[src/clp_regs.svh]
`ifndef CLP_REGS_SVH
`define CLP_REGS_SVH

// --------------------------------------------------------------------
// Timing
// --------------------------------------------------------------------
`define CLP_CLK_PERIOD_NS 10
`define CLP_TICK_PERIOD_NS 1000000
`define CLP_TICK_CYCLES (`CLP_TICK_PERIOD_NS / `CLP_CLK_PERIOD_NS)
`define CLP_LR_UNIT_MS 16'h0190
`define CLP_RESTART_MULT 16'h0008
`define CLP_RCV_UNIT_MS 16'h000A
`define CLP_ZC_RUN_GOOD 3'h7

// --------------------------------------------------------------------
// Register offsets
// --------------------------------------------------------------------
`define CLP_ADDR_CONFIG_6 16'h0106
`define CLP_ADDR_PROT_CTL 16'h01F0
`define CLP_ADDR_SPEED_CFG 16'h01F1
`define CLP_ADDR_RCV_TIME 16'h01F2
`define CLP_ADDR_STEP_TIME 16'h01F3
`define CLP_ADDR_FLAGS_0 16'h0201
`define CLP_ADDR_FLAGS_1 16'h0202
`define CLP_ADDR_FLAGS_2 16'h0203
`define CLP_ADDR_OPEN_STAT 16'h02F0
`define CLP_ADDR_RESET_CMD 16'h0300

// --------------------------------------------------------------------
// Fields, command codes and reset values
// --------------------------------------------------------------------
`define CLP_LR_TIME_HI 6
`define CLP_LR_TIME_LO 3
`define CLP_CTL_OL_EN 0
`define CLP_CTL_ACC_EN 1
`define CLP_CTL_DEC_EN 2
`define CLP_CTL_LR_LATCH 3
`define CLP_CTL_PIN_POL 4
`define CLP_FLAG_LR_BIT 7
`define CLP_FLAG_OL_BIT 4
`define CLP_FLAG_SPD_BIT 3
`define CLP_CMD_LATCH_CLR 8'hFF
`define CLP_CMD_LOGIC_RST 8'h5A
`define CLP_RST_CONFIG_6 7'h00
`define CLP_RST_PROT_CTL 5'h00
`define CLP_RST_SPEED_CFG 7'h04
`define CLP_RST_RCV_TIME 8'h0A
`define CLP_RST_STEP_TIME 8'h0A
`define CLP_PAIR_UV 6'h24
`define CLP_PAIR_VW 6'h09
`define CLP_PAIR_WU 6'h12

`endif

[src/clp_pkg.sv]
package clp_pkg;

  // Protection state, one-hot
  typedef enum logic [3:0] {
    CLP_ST_MONITOR = 4'h1,
    CLP_ST_OPEN_TEST = 4'h2,
    CLP_ST_LR_HOLD = 4'h4,
    CLP_ST_SPD_HOLD = 4'h8
  } clp_state_e;

  typedef logic [15:0] clp_ms_t;
  typedef logic [23:0] clp_cycles_t;

endpackage : clp_pkg

[src/clp_ms_tick.sv]
`timescale 1ns/10ps
`include "clp_regs.svh"

module clp_ms_tick #(
  parameter int unsigned CYCLES = `CLP_TICK_CYCLES
) (
  // Clock and reset
  input wire logic clk_in,
  input wire logic rst_n_in,
  // Tick
  output logic tick_out
);

  logic [16:0] cnt_reg;
  logic [16:0] cnt_next;
  logic tick_reg;
  logic tick_next;

  // Free running divider, one pulse per period
  always_comb
  begin
    tick_next = 1'b0;
    cnt_next = cnt_reg + 17'h00001;
    if (cnt_reg >= 17'(CYCLES - 1))
    begin
      cnt_next = 17'h00000;
      tick_next = 1'b1;
    end
  end

  always_ff @(posedge clk_in or negedge rst_n_in)
  begin
    if (!rst_n_in)
    begin
      cnt_reg <= 17'h00000;
      tick_reg <= 1'b0;
    end
    else
    begin
      cnt_reg <= cnt_next;
      tick_reg <= tick_next;
    end
  end

  assign tick_out = tick_reg;

endmodule : clp_ms_tick

[src/clp_protect.sv]
// Operation
// - Open-load test runs only while open_load_enable is set.
// - After locked rotor, drive UH-VL, VH-WL, WH-UL each up to step time.
// - Open-load flag set when two or more steps miss current limit.
// - A single missing step means all phases connected, no open-load flag.
// - Status shows the single open phase, or all phases when more open.
// - Auto-recovery clears open-load flag after eight locked-rotor times.
// - Latch mode clears open-load flag on enable low, 0% PWM, reset command.
// - Open load is always reported together with the locked-rotor flag.
// - Step time is an upper bound; outputs drop at once on current limit.
// - Accelerating: consecutive early zero crosses equal threshold means abnormal.
// - Decelerating: no zero cross within scaled previous 60-degree period is abnormal.
// - Speed fault turns all gate outputs off and sets accel or decel flag.
// - After recovery time the speed fault clears and restart from free-run.
// - Enable low or logic reset command leaves speed protection early.
// - With its enable clear, speed abnormality is detected but not acted on.
// - Open-loop startup runs for the locked-rotor time in config bits 6:3.
// - Fewer than seven consecutive zero crosses in that time: gates off, flag set.
// - Detection time is 0.4 s times (1 + x); restart time is eight times that.
// - Auto-recovery keeps motor off for eight detection times before retry.
// - Locked-rotor time is measured on a 1 ms tick, one tick of error.
// - Locked-rotor flag is the top bit of the diagnostic register.
// - Fault pin follows any fault, polarity chosen by a config bit.
// - Locked rotor with latch enabled holds outputs off until cleared.
// - Open-load flag is bit 4 of the second diagnostic register.
`timescale 1ns/10ps
`include "clp_regs.svh"

module clp_protect #(
  parameter int unsigned MS_CYCLES = `CLP_TICK_CYCLES
) (
  // Clock and reset
  input wire logic clk_in,
  input wire logic rst_n_in,
  // Drive control
  input wire logic en_in,
  input wire logic pwm_zero_in,
  input wire logic startup_active_in,
  input wire logic current_limit_in,
  // Zero-cross logic
  input wire logic zero_cross_in,
  input wire logic zc_window_miss_in,
  input wire logic mask_open_in,
  input wire logic accel_in,
  input wire logic decel_in,
  input wire logic [19:0] period60_in,
  // Register access
  input wire logic reg_wr_in,
  input wire logic [15:0] reg_addr_in,
  input wire logic [7:0] reg_wdata_in,
  output logic [7:0] reg_rdata_out,
  // Bridge and status
  output logic gate_off_out,
  output logic [5:0] phase_drive_out,
  output logic restart_req_out,
  output logic speed_event_out,
  output logic locked_rotor_flag_out,
  output logic open_load_flag_out,
  output logic accel_fault_flag_out,
  output logic decel_fault_flag_out,
  output logic fault_indicator_pin_out
);

  // --------------------------------------------------------------------
  // Reset release and common tick
  // --------------------------------------------------------------------
  logic rst_meta_reg;
  logic rst_sync_reg;
  logic tick;

  // Release through two flops; assertion stays asynchronous
  always_ff @(posedge clk_in or negedge rst_n_in)
  begin
    if (!rst_n_in)
    begin
      rst_meta_reg <= 1'b0;
      rst_sync_reg <= 1'b0;
    end
    else
    begin
      rst_meta_reg <= 1'b1;
      rst_sync_reg <= rst_meta_reg;
    end
  end

  clp_ms_tick #(
    .CYCLES(MS_CYCLES)
  ) u_tick (
    .clk_in(clk_in),
    .rst_n_in(rst_sync_reg),
    .tick_out(tick)
  );

  // --------------------------------------------------------------------
  // Helpers
  // --------------------------------------------------------------------
  // detection time in ms
  function automatic clp_pkg::clp_ms_t clp_lr_ms(input logic [3:0] code);
    clp_pkg::clp_ms_t n;
    n = {12'h000, code} + 16'h0001;
    return 16'(n * `CLP_LR_UNIT_MS);
  endfunction : clp_lr_ms

  // previous period scaled by factor code
  function automatic clp_pkg::clp_cycles_t clp_decel_limit(input logic [19:0] p,
                                                           input logic [2:0] f);
    clp_pkg::clp_cycles_t w;
    clp_pkg::clp_cycles_t r;
    w = {4'h0, p};
    case (f)
      3'h0: r = w + (w >> 2);
      3'h1: r = w + (w >> 1);
      3'h2: r = w + (w >> 1) + (w >> 2);
      3'h3: r = w << 1;
      3'h4: r = (w << 1) + w;
      3'h5: r = w << 2;
      3'h6: r = (w << 2) + (w << 1);
      default: r = w << 3;
    endcase
    return r;
  endfunction : clp_decel_limit

  // map failed pairs to open phases {W,V,U}
  function automatic logic [2:0] clp_open_phase(input logic [2:0] fails);
    logic [2:0] r;
    case (fails)
      3'h3: r = 3'h2;
      3'h6: r = 3'h4;
      3'h5: r = 3'h1;
      3'h7: r = 3'h7;
      default: r = 3'h0;
    endcase
    return r;
  endfunction : clp_open_phase

  // --------------------------------------------------------------------
  // Configuration registers
  // --------------------------------------------------------------------
  logic [6:0] cfg6_reg, cfg6_next;
  logic [4:0] ctl_reg, ctl_next;
  logic [6:0] spd_reg, spd_next;
  logic [7:0] rcv_reg, rcv_next;
  logic [7:0] step_reg, step_next;

  always_comb
  begin
    cfg6_next = cfg6_reg;
    ctl_next = ctl_reg;
    spd_next = spd_reg;
    rcv_next = rcv_reg;
    step_next = step_reg;
    if (reg_wr_in && reg_addr_in == `CLP_ADDR_CONFIG_6)
      cfg6_next = reg_wdata_in[6:0];
    else if (reg_wr_in && reg_addr_in == `CLP_ADDR_PROT_CTL)
      ctl_next = reg_wdata_in[4:0];
    else if (reg_wr_in && reg_addr_in == `CLP_ADDR_SPEED_CFG)
      spd_next = reg_wdata_in[6:0];
    else if (reg_wr_in && reg_addr_in == `CLP_ADDR_RCV_TIME)
      rcv_next = reg_wdata_in;
    else if (reg_wr_in && reg_addr_in == `CLP_ADDR_STEP_TIME)
      step_next = reg_wdata_in;
  end

  always_ff @(posedge clk_in or negedge rst_sync_reg)
  begin
    if (!rst_sync_reg)
    begin
      cfg6_reg <= `CLP_RST_CONFIG_6;
      ctl_reg <= `CLP_RST_PROT_CTL;
      spd_reg <= `CLP_RST_SPEED_CFG;
      rcv_reg <= `CLP_RST_RCV_TIME;
      step_reg <= `CLP_RST_STEP_TIME;
    end
    else
    begin
      cfg6_reg <= cfg6_next;
      ctl_reg <= ctl_next;
      spd_reg <= spd_next;
      rcv_reg <= rcv_next;
      step_reg <= step_next;
    end
  end

  // --------------------------------------------------------------------
  // Protection sequencer
  // --------------------------------------------------------------------
  clp_pkg::clp_state_e state_reg, state_next;
  clp_pkg::clp_ms_t ms_reg, ms_next;
  clp_pkg::clp_cycles_t since_zc_reg, since_zc_next;
  logic [2:0] zc_run_reg, zc_run_next;
  logic [3:0] acc_cnt_reg, acc_cnt_next;
  logic [1:0] ol_step_reg, ol_step_next;
  logic [2:0] ol_fail_reg, ol_fail_next;
  logic [2:0] open_ph_reg, open_ph_next;
  logic mask_d_reg;
  logic lr_reg, lr_next, ol_reg, ol_next, acc_reg, acc_next, dec_reg, dec_next;
  logic gate_off_reg, gate_off_next, restart_reg, restart_next, event_reg, event_next;
  logic pin_reg, pin_next;
  logic [5:0] drive_reg, drive_next;
  logic [2:0] fails;
  logic early_zc, acc_abn, dec_abn, clr_cmd, logic_rst_cmd, step_done;
  clp_pkg::clp_ms_t lr_ms;

  always_comb
  begin
    state_next = state_reg;
    ms_next = ms_reg;
    since_zc_next = since_zc_reg;
    zc_run_next = zc_run_reg;
    acc_cnt_next = acc_cnt_reg;
    ol_step_next = ol_step_reg;
    ol_fail_next = ol_fail_reg;
    open_ph_next = open_ph_reg;
    lr_next = lr_reg;
    ol_next = ol_reg;
    acc_next = acc_reg;
    dec_next = dec_reg;
    restart_next = 1'b0;
    event_next = 1'b0;
    fails = 3'h0;
    step_done = 1'b0;
    lr_ms = clp_lr_ms(cfg6_reg[`CLP_LR_TIME_HI:`CLP_LR_TIME_LO]);
    clr_cmd = reg_wr_in && reg_addr_in == `CLP_ADDR_RESET_CMD
              && reg_wdata_in == `CLP_CMD_LATCH_CLR;
    logic_rst_cmd = reg_wr_in && reg_addr_in == `CLP_ADDR_RESET_CMD
                    && (reg_wdata_in == `CLP_CMD_LOGIC_RST || reg_wdata_in == `CLP_CMD_LATCH_CLR);
    early_zc = zero_cross_in && mask_d_reg;
    // run of early zero crosses hits threshold
    acc_abn = accel_in && early_zc && (acc_cnt_reg + 4'h1) == spd_reg[3:0];
    // silence longer than scaled 60-degree period
    dec_abn = decel_in && !zero_cross_in
              && since_zc_reg > clp_decel_limit(period60_in, spd_reg[6:4]);
    // enable low drops every protection state and flag
    if (!en_in)
    begin
      state_next = clp_pkg::CLP_ST_MONITOR;
      ms_next = 16'h0000;
      zc_run_next = 3'h0;
      acc_cnt_next = 4'h0;
      since_zc_next = 24'h000000;
      lr_next = 1'b0;
      ol_next = 1'b0;
      acc_next = 1'b0;
      dec_next = 1'b0;
      open_ph_next = 3'h0;
    end
    else
    begin
      case (state_reg)
        clp_pkg::CLP_ST_MONITOR:
        begin
          if (startup_active_in)
          begin
            if (tick)
              ms_next = ms_reg + 16'h0001;
            if (zc_window_miss_in)
              zc_run_next = 3'h0;
            else if (zero_cross_in && zc_run_reg != `CLP_ZC_RUN_GOOD)
              zc_run_next = zc_run_reg + 3'h1;
            // locked rotor: gates off, flag set
            if (zc_run_reg != `CLP_ZC_RUN_GOOD && ms_reg >= lr_ms)
            begin
              lr_next = 1'b1;
              ms_next = 16'h0000;
              ol_step_next = 2'h0;
              ol_fail_next = 3'h0;
              if (ctl_reg[`CLP_CTL_OL_EN])
                state_next = clp_pkg::CLP_ST_OPEN_TEST;
              else
                state_next = clp_pkg::CLP_ST_LR_HOLD;
            end
          end
          else
          begin
            // timer only runs during open-loop startup
            ms_next = 16'h0000;
            zc_run_next = 3'h0;
            if (zero_cross_in)
            begin
              since_zc_next = 24'h000000;
              acc_cnt_next = early_zc ? acc_cnt_reg + 4'h1 : 4'h0;
            end
            else if (since_zc_reg != 24'hFFFFFF)
              since_zc_next = since_zc_reg + 24'h000001;
            // detection always reported, protection only when enabled
            event_next = acc_abn || dec_abn;
            // speed fault: gates off, flag set
            if ((acc_abn && ctl_reg[`CLP_CTL_ACC_EN]) || (dec_abn && ctl_reg[`CLP_CTL_DEC_EN]))
            begin
              acc_next = acc_abn && ctl_reg[`CLP_CTL_ACC_EN];
              dec_next = dec_abn && ctl_reg[`CLP_CTL_DEC_EN];
              ms_next = 16'h0000;
              acc_cnt_next = 4'h0;
              state_next = clp_pkg::CLP_ST_SPD_HOLD;
            end
          end
        end
        clp_pkg::CLP_ST_OPEN_TEST:
        begin
          if (tick)
            ms_next = ms_reg + 16'h0001;
          // current limit ends the step early
          if (current_limit_in)
          begin
            step_done = 1'b1;
            fails = ol_fail_reg;
          end
          else if (ms_reg >= {8'h00, step_reg})
          begin
            step_done = 1'b1;
            fails = ol_fail_reg | (3'h1 << ol_step_reg);
          end
          if (step_done)
          begin
            ms_next = 16'h0000;
            ol_fail_next = fails;
            ol_step_next = ol_step_reg + 2'h1;
            // three pairs in order, then judge
            if (ol_step_reg == 2'h2)
            begin
              state_next = clp_pkg::CLP_ST_LR_HOLD;
              // two or more misses mean open; one miss is ignored
              ol_next = (fails == 3'h3) || (fails == 3'h5) || (fails == 3'h6) || (fails == 3'h7);
              open_ph_next = clp_open_phase(fails);
            end
          end
        end
        clp_pkg::CLP_ST_LR_HOLD:
        begin
          if (tick)
            ms_next = ms_reg + 16'h0001;
          // latch released only by clear events
          if (clr_cmd || pwm_zero_in
              || (!ctl_reg[`CLP_CTL_LR_LATCH] && ms_reg >= 16'(lr_ms * `CLP_RESTART_MULT)))
          begin
            lr_next = 1'b0;
            ol_next = 1'b0;
            open_ph_next = 3'h0;
            ms_next = 16'h0000;
            restart_next = 1'b1;
            state_next = clp_pkg::CLP_ST_MONITOR;
          end
        end
        default:
        begin
          if (tick)
            ms_next = ms_reg + 16'h0001;
          if (logic_rst_cmd || ms_reg >= 16'({8'h00, rcv_reg} * `CLP_RCV_UNIT_MS))
          begin
            acc_next = 1'b0;
            dec_next = 1'b0;
            ms_next = 16'h0000;
            since_zc_next = 24'h000000;
            restart_next = 1'b1;
            state_next = clp_pkg::CLP_ST_MONITOR;
          end
        end
      endcase
    end
    gate_off_next = state_next != clp_pkg::CLP_ST_MONITOR;
    drive_next = 6'h00;
    if (state_next == clp_pkg::CLP_ST_OPEN_TEST && !current_limit_in)
      drive_next = (ol_step_next == 2'h0) ? `CLP_PAIR_UV :
                   (ol_step_next == 2'h1) ? `CLP_PAIR_VW : `CLP_PAIR_WU;
    pin_next = (lr_next || ol_next || acc_next || dec_next) ^ ctl_reg[`CLP_CTL_PIN_POL];
  end

  always_ff @(posedge clk_in or negedge rst_sync_reg)
  begin
    if (!rst_sync_reg)
    begin
      state_reg <= clp_pkg::CLP_ST_MONITOR;
      ms_reg <= 16'h0000;
      since_zc_reg <= 24'h000000;
      zc_run_reg <= 3'h0;
      acc_cnt_reg <= 4'h0;
      ol_step_reg <= 2'h0;
      ol_fail_reg <= 3'h0;
      open_ph_reg <= 3'h0;
      mask_d_reg <= 1'b0;
      lr_reg <= 1'b0;
      ol_reg <= 1'b0;
      acc_reg <= 1'b0;
      dec_reg <= 1'b0;
      gate_off_reg <= 1'b0;
      restart_reg <= 1'b0;
      event_reg <= 1'b0;
      pin_reg <= 1'b0;
      drive_reg <= 6'h00;
    end
    else
    begin
      state_reg <= state_next;
      ms_reg <= ms_next;
      since_zc_reg <= since_zc_next;
      zc_run_reg <= zc_run_next;
      acc_cnt_reg <= acc_cnt_next;
      ol_step_reg <= ol_step_next;
      ol_fail_reg <= ol_fail_next;
      open_ph_reg <= open_ph_next;
      mask_d_reg <= mask_open_in;
      lr_reg <= lr_next;
      ol_reg <= ol_next;
      acc_reg <= acc_next;
      dec_reg <= dec_next;
      gate_off_reg <= gate_off_next;
      restart_reg <= restart_next;
      event_reg <= event_next;
      pin_reg <= pin_next;
      drive_reg <= drive_next;
    end
  end

  // --------------------------------------------------------------------
  // Register read
  // --------------------------------------------------------------------
  logic [7:0] rdata_reg, rdata_next;

  // One cycle read latency; unmapped and write-only offsets read zero
  always_comb
  begin
    rdata_next = 8'h00;
    if (reg_addr_in == `CLP_ADDR_CONFIG_6)
      rdata_next = {1'b0, cfg6_reg};
    else if (reg_addr_in == `CLP_ADDR_PROT_CTL)
      rdata_next = {3'h0, ctl_reg};
    else if (reg_addr_in == `CLP_ADDR_SPEED_CFG)
      rdata_next = {1'b0, spd_reg};
    else if (reg_addr_in == `CLP_ADDR_RCV_TIME)
      rdata_next = rcv_reg;
    else if (reg_addr_in == `CLP_ADDR_STEP_TIME)
      rdata_next = step_reg;
    else if (reg_addr_in == `CLP_ADDR_FLAGS_0)
      rdata_next = 8'(lr_reg) << `CLP_FLAG_LR_BIT;
    else if (reg_addr_in == `CLP_ADDR_FLAGS_1)
      rdata_next = 8'(ol_reg) << `CLP_FLAG_OL_BIT;
    else if (reg_addr_in == `CLP_ADDR_FLAGS_2)
      rdata_next = 8'(acc_reg | dec_reg) << `CLP_FLAG_SPD_BIT;
    else if (reg_addr_in == `CLP_ADDR_OPEN_STAT)
      rdata_next = {2'h0, dec_reg, acc_reg, 1'b0, open_ph_reg};
  end

  always_ff @(posedge clk_in or negedge rst_sync_reg)
  begin
    if (!rst_sync_reg)
      rdata_reg <= 8'h00;
    else
      rdata_reg <= rdata_next;
  end

  // Outputs straight from flops; open load only ever with locked rotor
  assign reg_rdata_out = rdata_reg;
  assign gate_off_out = gate_off_reg;
  assign phase_drive_out = drive_reg;
  assign restart_req_out = restart_reg;
  assign speed_event_out = event_reg;
  assign locked_rotor_flag_out = lr_reg;
  assign open_load_flag_out = ol_reg;
  assign accel_fault_flag_out = acc_reg;
  assign decel_fault_flag_out = dec_reg;
  assign fault_indicator_pin_out = pin_reg;

endmodule : clp_protect

[config.mk]
export PLATFORM = sky130hd
export DESIGN_NAME = clp_protect
export DESIGN_NICKNAME = d
export VERILOG_FILES = /design/src/clp_pkg.sv /design/src/clp_ms_tick.sv /design/src/clp_protect.sv
export VERILOG_INCLUDE_DIRS = /design/src
export SDC_FILE = /design/constraint.sdc
export NUM_CORES = 1
export LEC_CHECK = 0
export BUFFER_PORTS_ARGS = -buffer_cell sky130_fd_sc_hd__buf_2
export CORE_AREA = 2 2 175 177
export DETAILED_ROUTE_END_ITERATION = 8
export DIE_AREA = 0 0 177 179
export PLACE_DENSITY_LB_ADDON = 0.08
export SKIP_CTS_REPAIR_TIMING = 1
export SLEW_MARGIN = 15
export SYNTH_ARGS = -nofsm -noshare
export SYNTH_HDL_FRONTEND = slang
export SYNTH_SLANG_ARGS = --single-unit
[constraint.sdc]
create_clock -name clk_in -period 9.35 [get_ports clk_in]
set_input_delay 0 -clock clk_in [delete_from_list [all_inputs] [get_ports clk_in]]
set_output_delay 0 -clock clk_in [all_outputs]
set_load 0.02 [all_outputs]
==> impl_metrics.yaml <==
status:
  run_status: "completed"
timing:
  period_share_pct: 73.8
  final_max_slew_viol_count: 0
  finalWorstPathRequiredPeriod_ps: 6900
  finalSetupViolations: 0
  skew_ps: 11.9
  timing_worst_slew_pin_value_ps: 1010
  final_hold_violation_count: 0
  setup_tns_ps: 0
  max_freq_mhz: 145
  rsz0062_at_grt: "no"
  timing.max_slew.rel_slack_pct: 31.9
detailed_routing:
  drt-wirelength-per-cell_um: 19.5
  drc_violation_count_after_routing: 0
  antenna_violating_nets_post_route: 0
  drt-initial-drc-count: 835
  viasPerCell: 5.95
  detailedRoute.firstPassIterationCount: 5
  totalWireLength_um: 38500
  route.vias.total: 11700
layout:
  utilization_pct: 47.1
  antenna-diode-count: 0
  final_nets: 1780
  fillCellCount: 2978
  drive_above_1_share_pct: 11.4
  largest_reg_flops: 24
  synthToLayoutAreaGrowth_pct: 12.0
setup_path:
  critPathLaunchType: "primary input"
  worst_path_max_delay_cell: "sky130_fd_sc_hd__xnor2_1"
  cp_data_arrival_time_ps: 7250
  critPathMaxFanout: 8
  crit_type: "primary input to flip-flop"
  critical-path-max-stage-delay_ps: 420
  r2r_cells: 17
  end_kind: "flip-flop"
  reg_to_reg_endpoint: "phase_drive_out[3]$_DFF_PN0_"
  worst_ep_required_time_ps: 9700
  regToRegSetupSlack_ps: 3670
  worstReg2RegStart: "spd_reg[5]$_DFFE_PN0P_"
job:
  drv.max_cap_violation_count: 0
clock_tree:
  clock_tree_from_tritoncts: "yes"
  clockRootBuffer: "sky130_fd_sc_hd__clkbuf_16"
  clock-sinks: 134
  cts.path.max_buffers: 2
  clk_pin_slew_ps: 60
  insertion_delay_ps: 440
  htreeDepth: 4
  cts_buffer_count: 17
power_and_ir_drop:
  p_total_w: 0.00181
  vdd_drop_max_mv: 0.105
  combPwrFrac_pct: 26.7
  p_int_w: 0.00123
  netSwitchingFraction_pct: 31.8
  switching_pwr_w: 0.000574
  sequentialPowerShare_pct: 32.9
  power.leakage_nw: 6.64
  share_clk_of_total_power_pct: 40.5
  power.density_mw_per_mm2: 128
min_path:
  hold_path_startpoint: "current_limit_in"
  min_path_type: "primary input to flip-flop"
  hold_path_end: "ol_fail_reg[2]$_DFFE_PN0P_"
  whs_path_depth: 4
die:
  ios: 78
  initial_core_util_pct: 42.0
  row_count: 64
  design.die.area_mm2: 0.0317
  die_width_um: 177
  core_region_area_mm2: 0.0300
  die_height_um: 179
grt:
  grt_antenna_before_repair: 0
  grt_max_degree: 69
  grt_usage_pct: 24.8
  globalRouteOverflowTotal: 0
  wire_length_of_the_first_global_routing_pass_um: 61200
  first_global_vias: 11100
yosys:
  syn_avg_cell_area_um2: 8.46
  flip_flop_cell_with_the_highest_count_after_synthesis: "sky130_fd_sc_hd__dfrtp_1"
  asyncSetResetFlopFracSynth_pct: 100
  ys_seq_elements: 134
  edff_count_synth: 0
  synth.yosys.warnings: 0
  synth_cell_area_mm2: 0.0126
  seq_area_frac_synth_pct: 26.6
  yosys.cell_types.count: 85
  synthesis.nets: 1709
  netlist_instances: 1493
placement:
  place.port_buffers: 77
  final_estimated_routing_congestion_in_global_placement: 0.879
  dp_hpwl_um: 29400
-- worst max-delay path by stage --
stage                        start                      endpoint  slack [ps]  cells after the start
CTS                 period60_in[1]  phase_drive_out[3]$_DFF_PN0_        2490                     30
finish              period60_in[1]  phase_drive_out[3]$_DFF_PN0_        2450                     30
global route        period60_in[1]  phase_drive_out[3]$_DFF_PN0_        1880                     30
global placement    period60_in[1]  phase_drive_out[3]$_DFF_PN0_        2270                     30
floorplan           period60_in[0]  phase_drive_out[3]$_DFF_PN0_        3380                     29
detailed placement  period60_in[1]  phase_drive_out[3]$_DFF_PN0_        2060                     30
-- worst max-delay path, delay by kind of cell --
family / cells / cell delay (ps)
AOI/OAI and AO/OA: 13 / 3400
xor gates and xnor gates: 2 / 590
adders and majority gates: 4 / 1260
buffers and inverters: 2 / 240
and+or+nand+nor: 9 / 1740
-- layout by cell type (no fill, tap or decap), types with 8 or more instances in the layout --
master / netlist / routed
sky130_fd_sc_hd__a32oi_1: 8 / 8
sky130_fd_sc_hd__clkbuf_16: 0 / 17
sky130_fd_sc_hd__buf_4: 3 / 9
sky130_fd_sc_hd__nor2_1: 132 / 132
sky130_fd_sc_hd__a211oi_1: 20 / 20
sky130_fd_sc_hd__nand3_1: 61 / 61
sky130_fd_sc_hd__mux2_2: 32 / 32
sky130_fd_sc_hd__o21ai_0: 112 / 112
sky130_fd_sc_hd__o31ai_1: 19 / 19
sky130_fd_sc_hd__o22ai_1: 17 / 17
sky130_fd_sc_hd__ha_1: 156 / 156
sky130_fd_sc_hd__inv_1: 61 / 61
sky130_fd_sc_hd__a211o_1: 8 / 8
sky130_fd_sc_hd__and2_1: 14 / 14
sky130_fd_sc_hd__a21o_1: 34 / 34
sky130_fd_sc_hd__nand2b_1: 25 / 25
sky130_fd_sc_hd__nor3_1: 32 / 32
sky130_fd_sc_hd__nor2b_1: 16 / 16
sky130_fd_sc_hd__buf_2: 4 / 77
sky130_fd_sc_hd__nand4_1: 23 / 23
sky130_fd_sc_hd__and3_1: 23 / 23
sky130_fd_sc_hd__a221o_1: 8 / 8
sky130_fd_sc_hd__a21oi_1: 91 / 91
sky130_fd_sc_hd__nand2_1: 119 / 119
sky130_fd_sc_hd__dlygate4sd3_1: 0 / 12
sky130_fd_sc_hd__nor4_1: 13 / 13
sky130_fd_sc_hd__a22o_1: 9 / 9
sky130_fd_sc_hd__xnor2_1: 44 / 44
sky130_fd_sc_hd__xor2_1: 47 / 47
sky130_fd_sc_hd__a22oi_1: 21 / 21
sky130_fd_sc_hd__mux2i_1: 10 / 10
sky130_fd_sc_hd__a31oi_1: 19 / 19
sky130_fd_sc_hd__o21a_1: 8 / 8
sky130_fd_sc_hd__o211ai_1: 14 / 14
sky130_fd_sc_hd__dfrtp_1: 128 / 126
-- routing by layer --
layer / up-vias / wire, um / GRT usage (%)
met5: - / 0 / 0
met4: 0 / 1170 / 9.44
met3: 57 / 1940 / 3.50
met2: 350 / 18000 / 40.4
met1: 5593 / 17400 / 33.2
li1: 5739 / - / -
-- cell usage after synthesis (25+ instances only) --
| library cell | count | area share (%) |
|---|---|---|
| sky130_fd_sc_hd__a21o_1 | 34 | 2.0 |
| sky130_fd_sc_hd__a21oi_1 | 91 | 3.6 |
| sky130_fd_sc_hd__clkbuf_1 | 29 | 0.86 |
| sky130_fd_sc_hd__dfrtp_1 | 128 | 25 |
| sky130_fd_sc_hd__ha_1 | 156 | 15 |
| sky130_fd_sc_hd__inv_1 | 61 | 1.8 |
| sky130_fd_sc_hd__mux2_2 | 32 | 2.9 |
| sky130_fd_sc_hd__nand2_1 | 119 | 3.5 |
| sky130_fd_sc_hd__nand2b_1 | 25 | 1.2 |
| sky130_fd_sc_hd__nand3_1 | 61 | 2.4 |
| sky130_fd_sc_hd__nor2_1 | 132 | 3.9 |
| sky130_fd_sc_hd__nor3_1 | 32 | 1.3 |
| sky130_fd_sc_hd__o21ai_0 | 112 | 4.4 |
| sky130_fd_sc_hd__xnor2_1 | 44 | 3.1 |
| sky130_fd_sc_hd__xor2_1 | 47 | 3.3 |
-- area by class of cell --
cell class	instances	area (um2)	area share [%]
Clock inverter	13	195	1.38
Inverter	62	233	1.65
Multi-Input combinational cell	1251	8830	62.5
Clock buffer	19	443	3.13
Timing Repair Buffer	98	573	4.05
Sequential cell	134	3370	23.8
Tap cell	396	495	3.50
-- kinds of logic after synthesis --
kind of cell,after synthesis,share of synthesized area [%]
buffers and inverters,108,3.47
adder cells (fa/ha/maj),160,16.1
AND/OR/NAND/NOR,510,20.2
XOR/XNOR,91,6.31
other,1,0.0297
flip-flops,134,26.6
multiplexers,44,4.00
AO/OA/AOI/OAI,445,23.3
-- power groups by stage --
stage	Combinational [W]	Sequential (W)	Clock, W
floorplan	0.000338	0.000606	0
global placement	0.000470	0.000604	0
detailed placement	0.000471	0.000604	0
CTS	0.000474	0.000594	0.000746
global route	0.000536	0.000595	0.000773
finish	0.000481	0.000593	0.000731
-- through the flow --
step	hold slack (ps)	cells	area, um2	worst slack (ps)
5_1_grt	9.94	1973	14100	1880
3_3_place_gp	-214	1929	13400	2270
6_report	21.6	1973	14100	2450
4_1_cts	-682	1961	14000	2490
3_5_place_dp	-211	1929	13400	2060
2_1_floorplan	-296	1493	12600	3380
(Power assumes the default switching activity.)
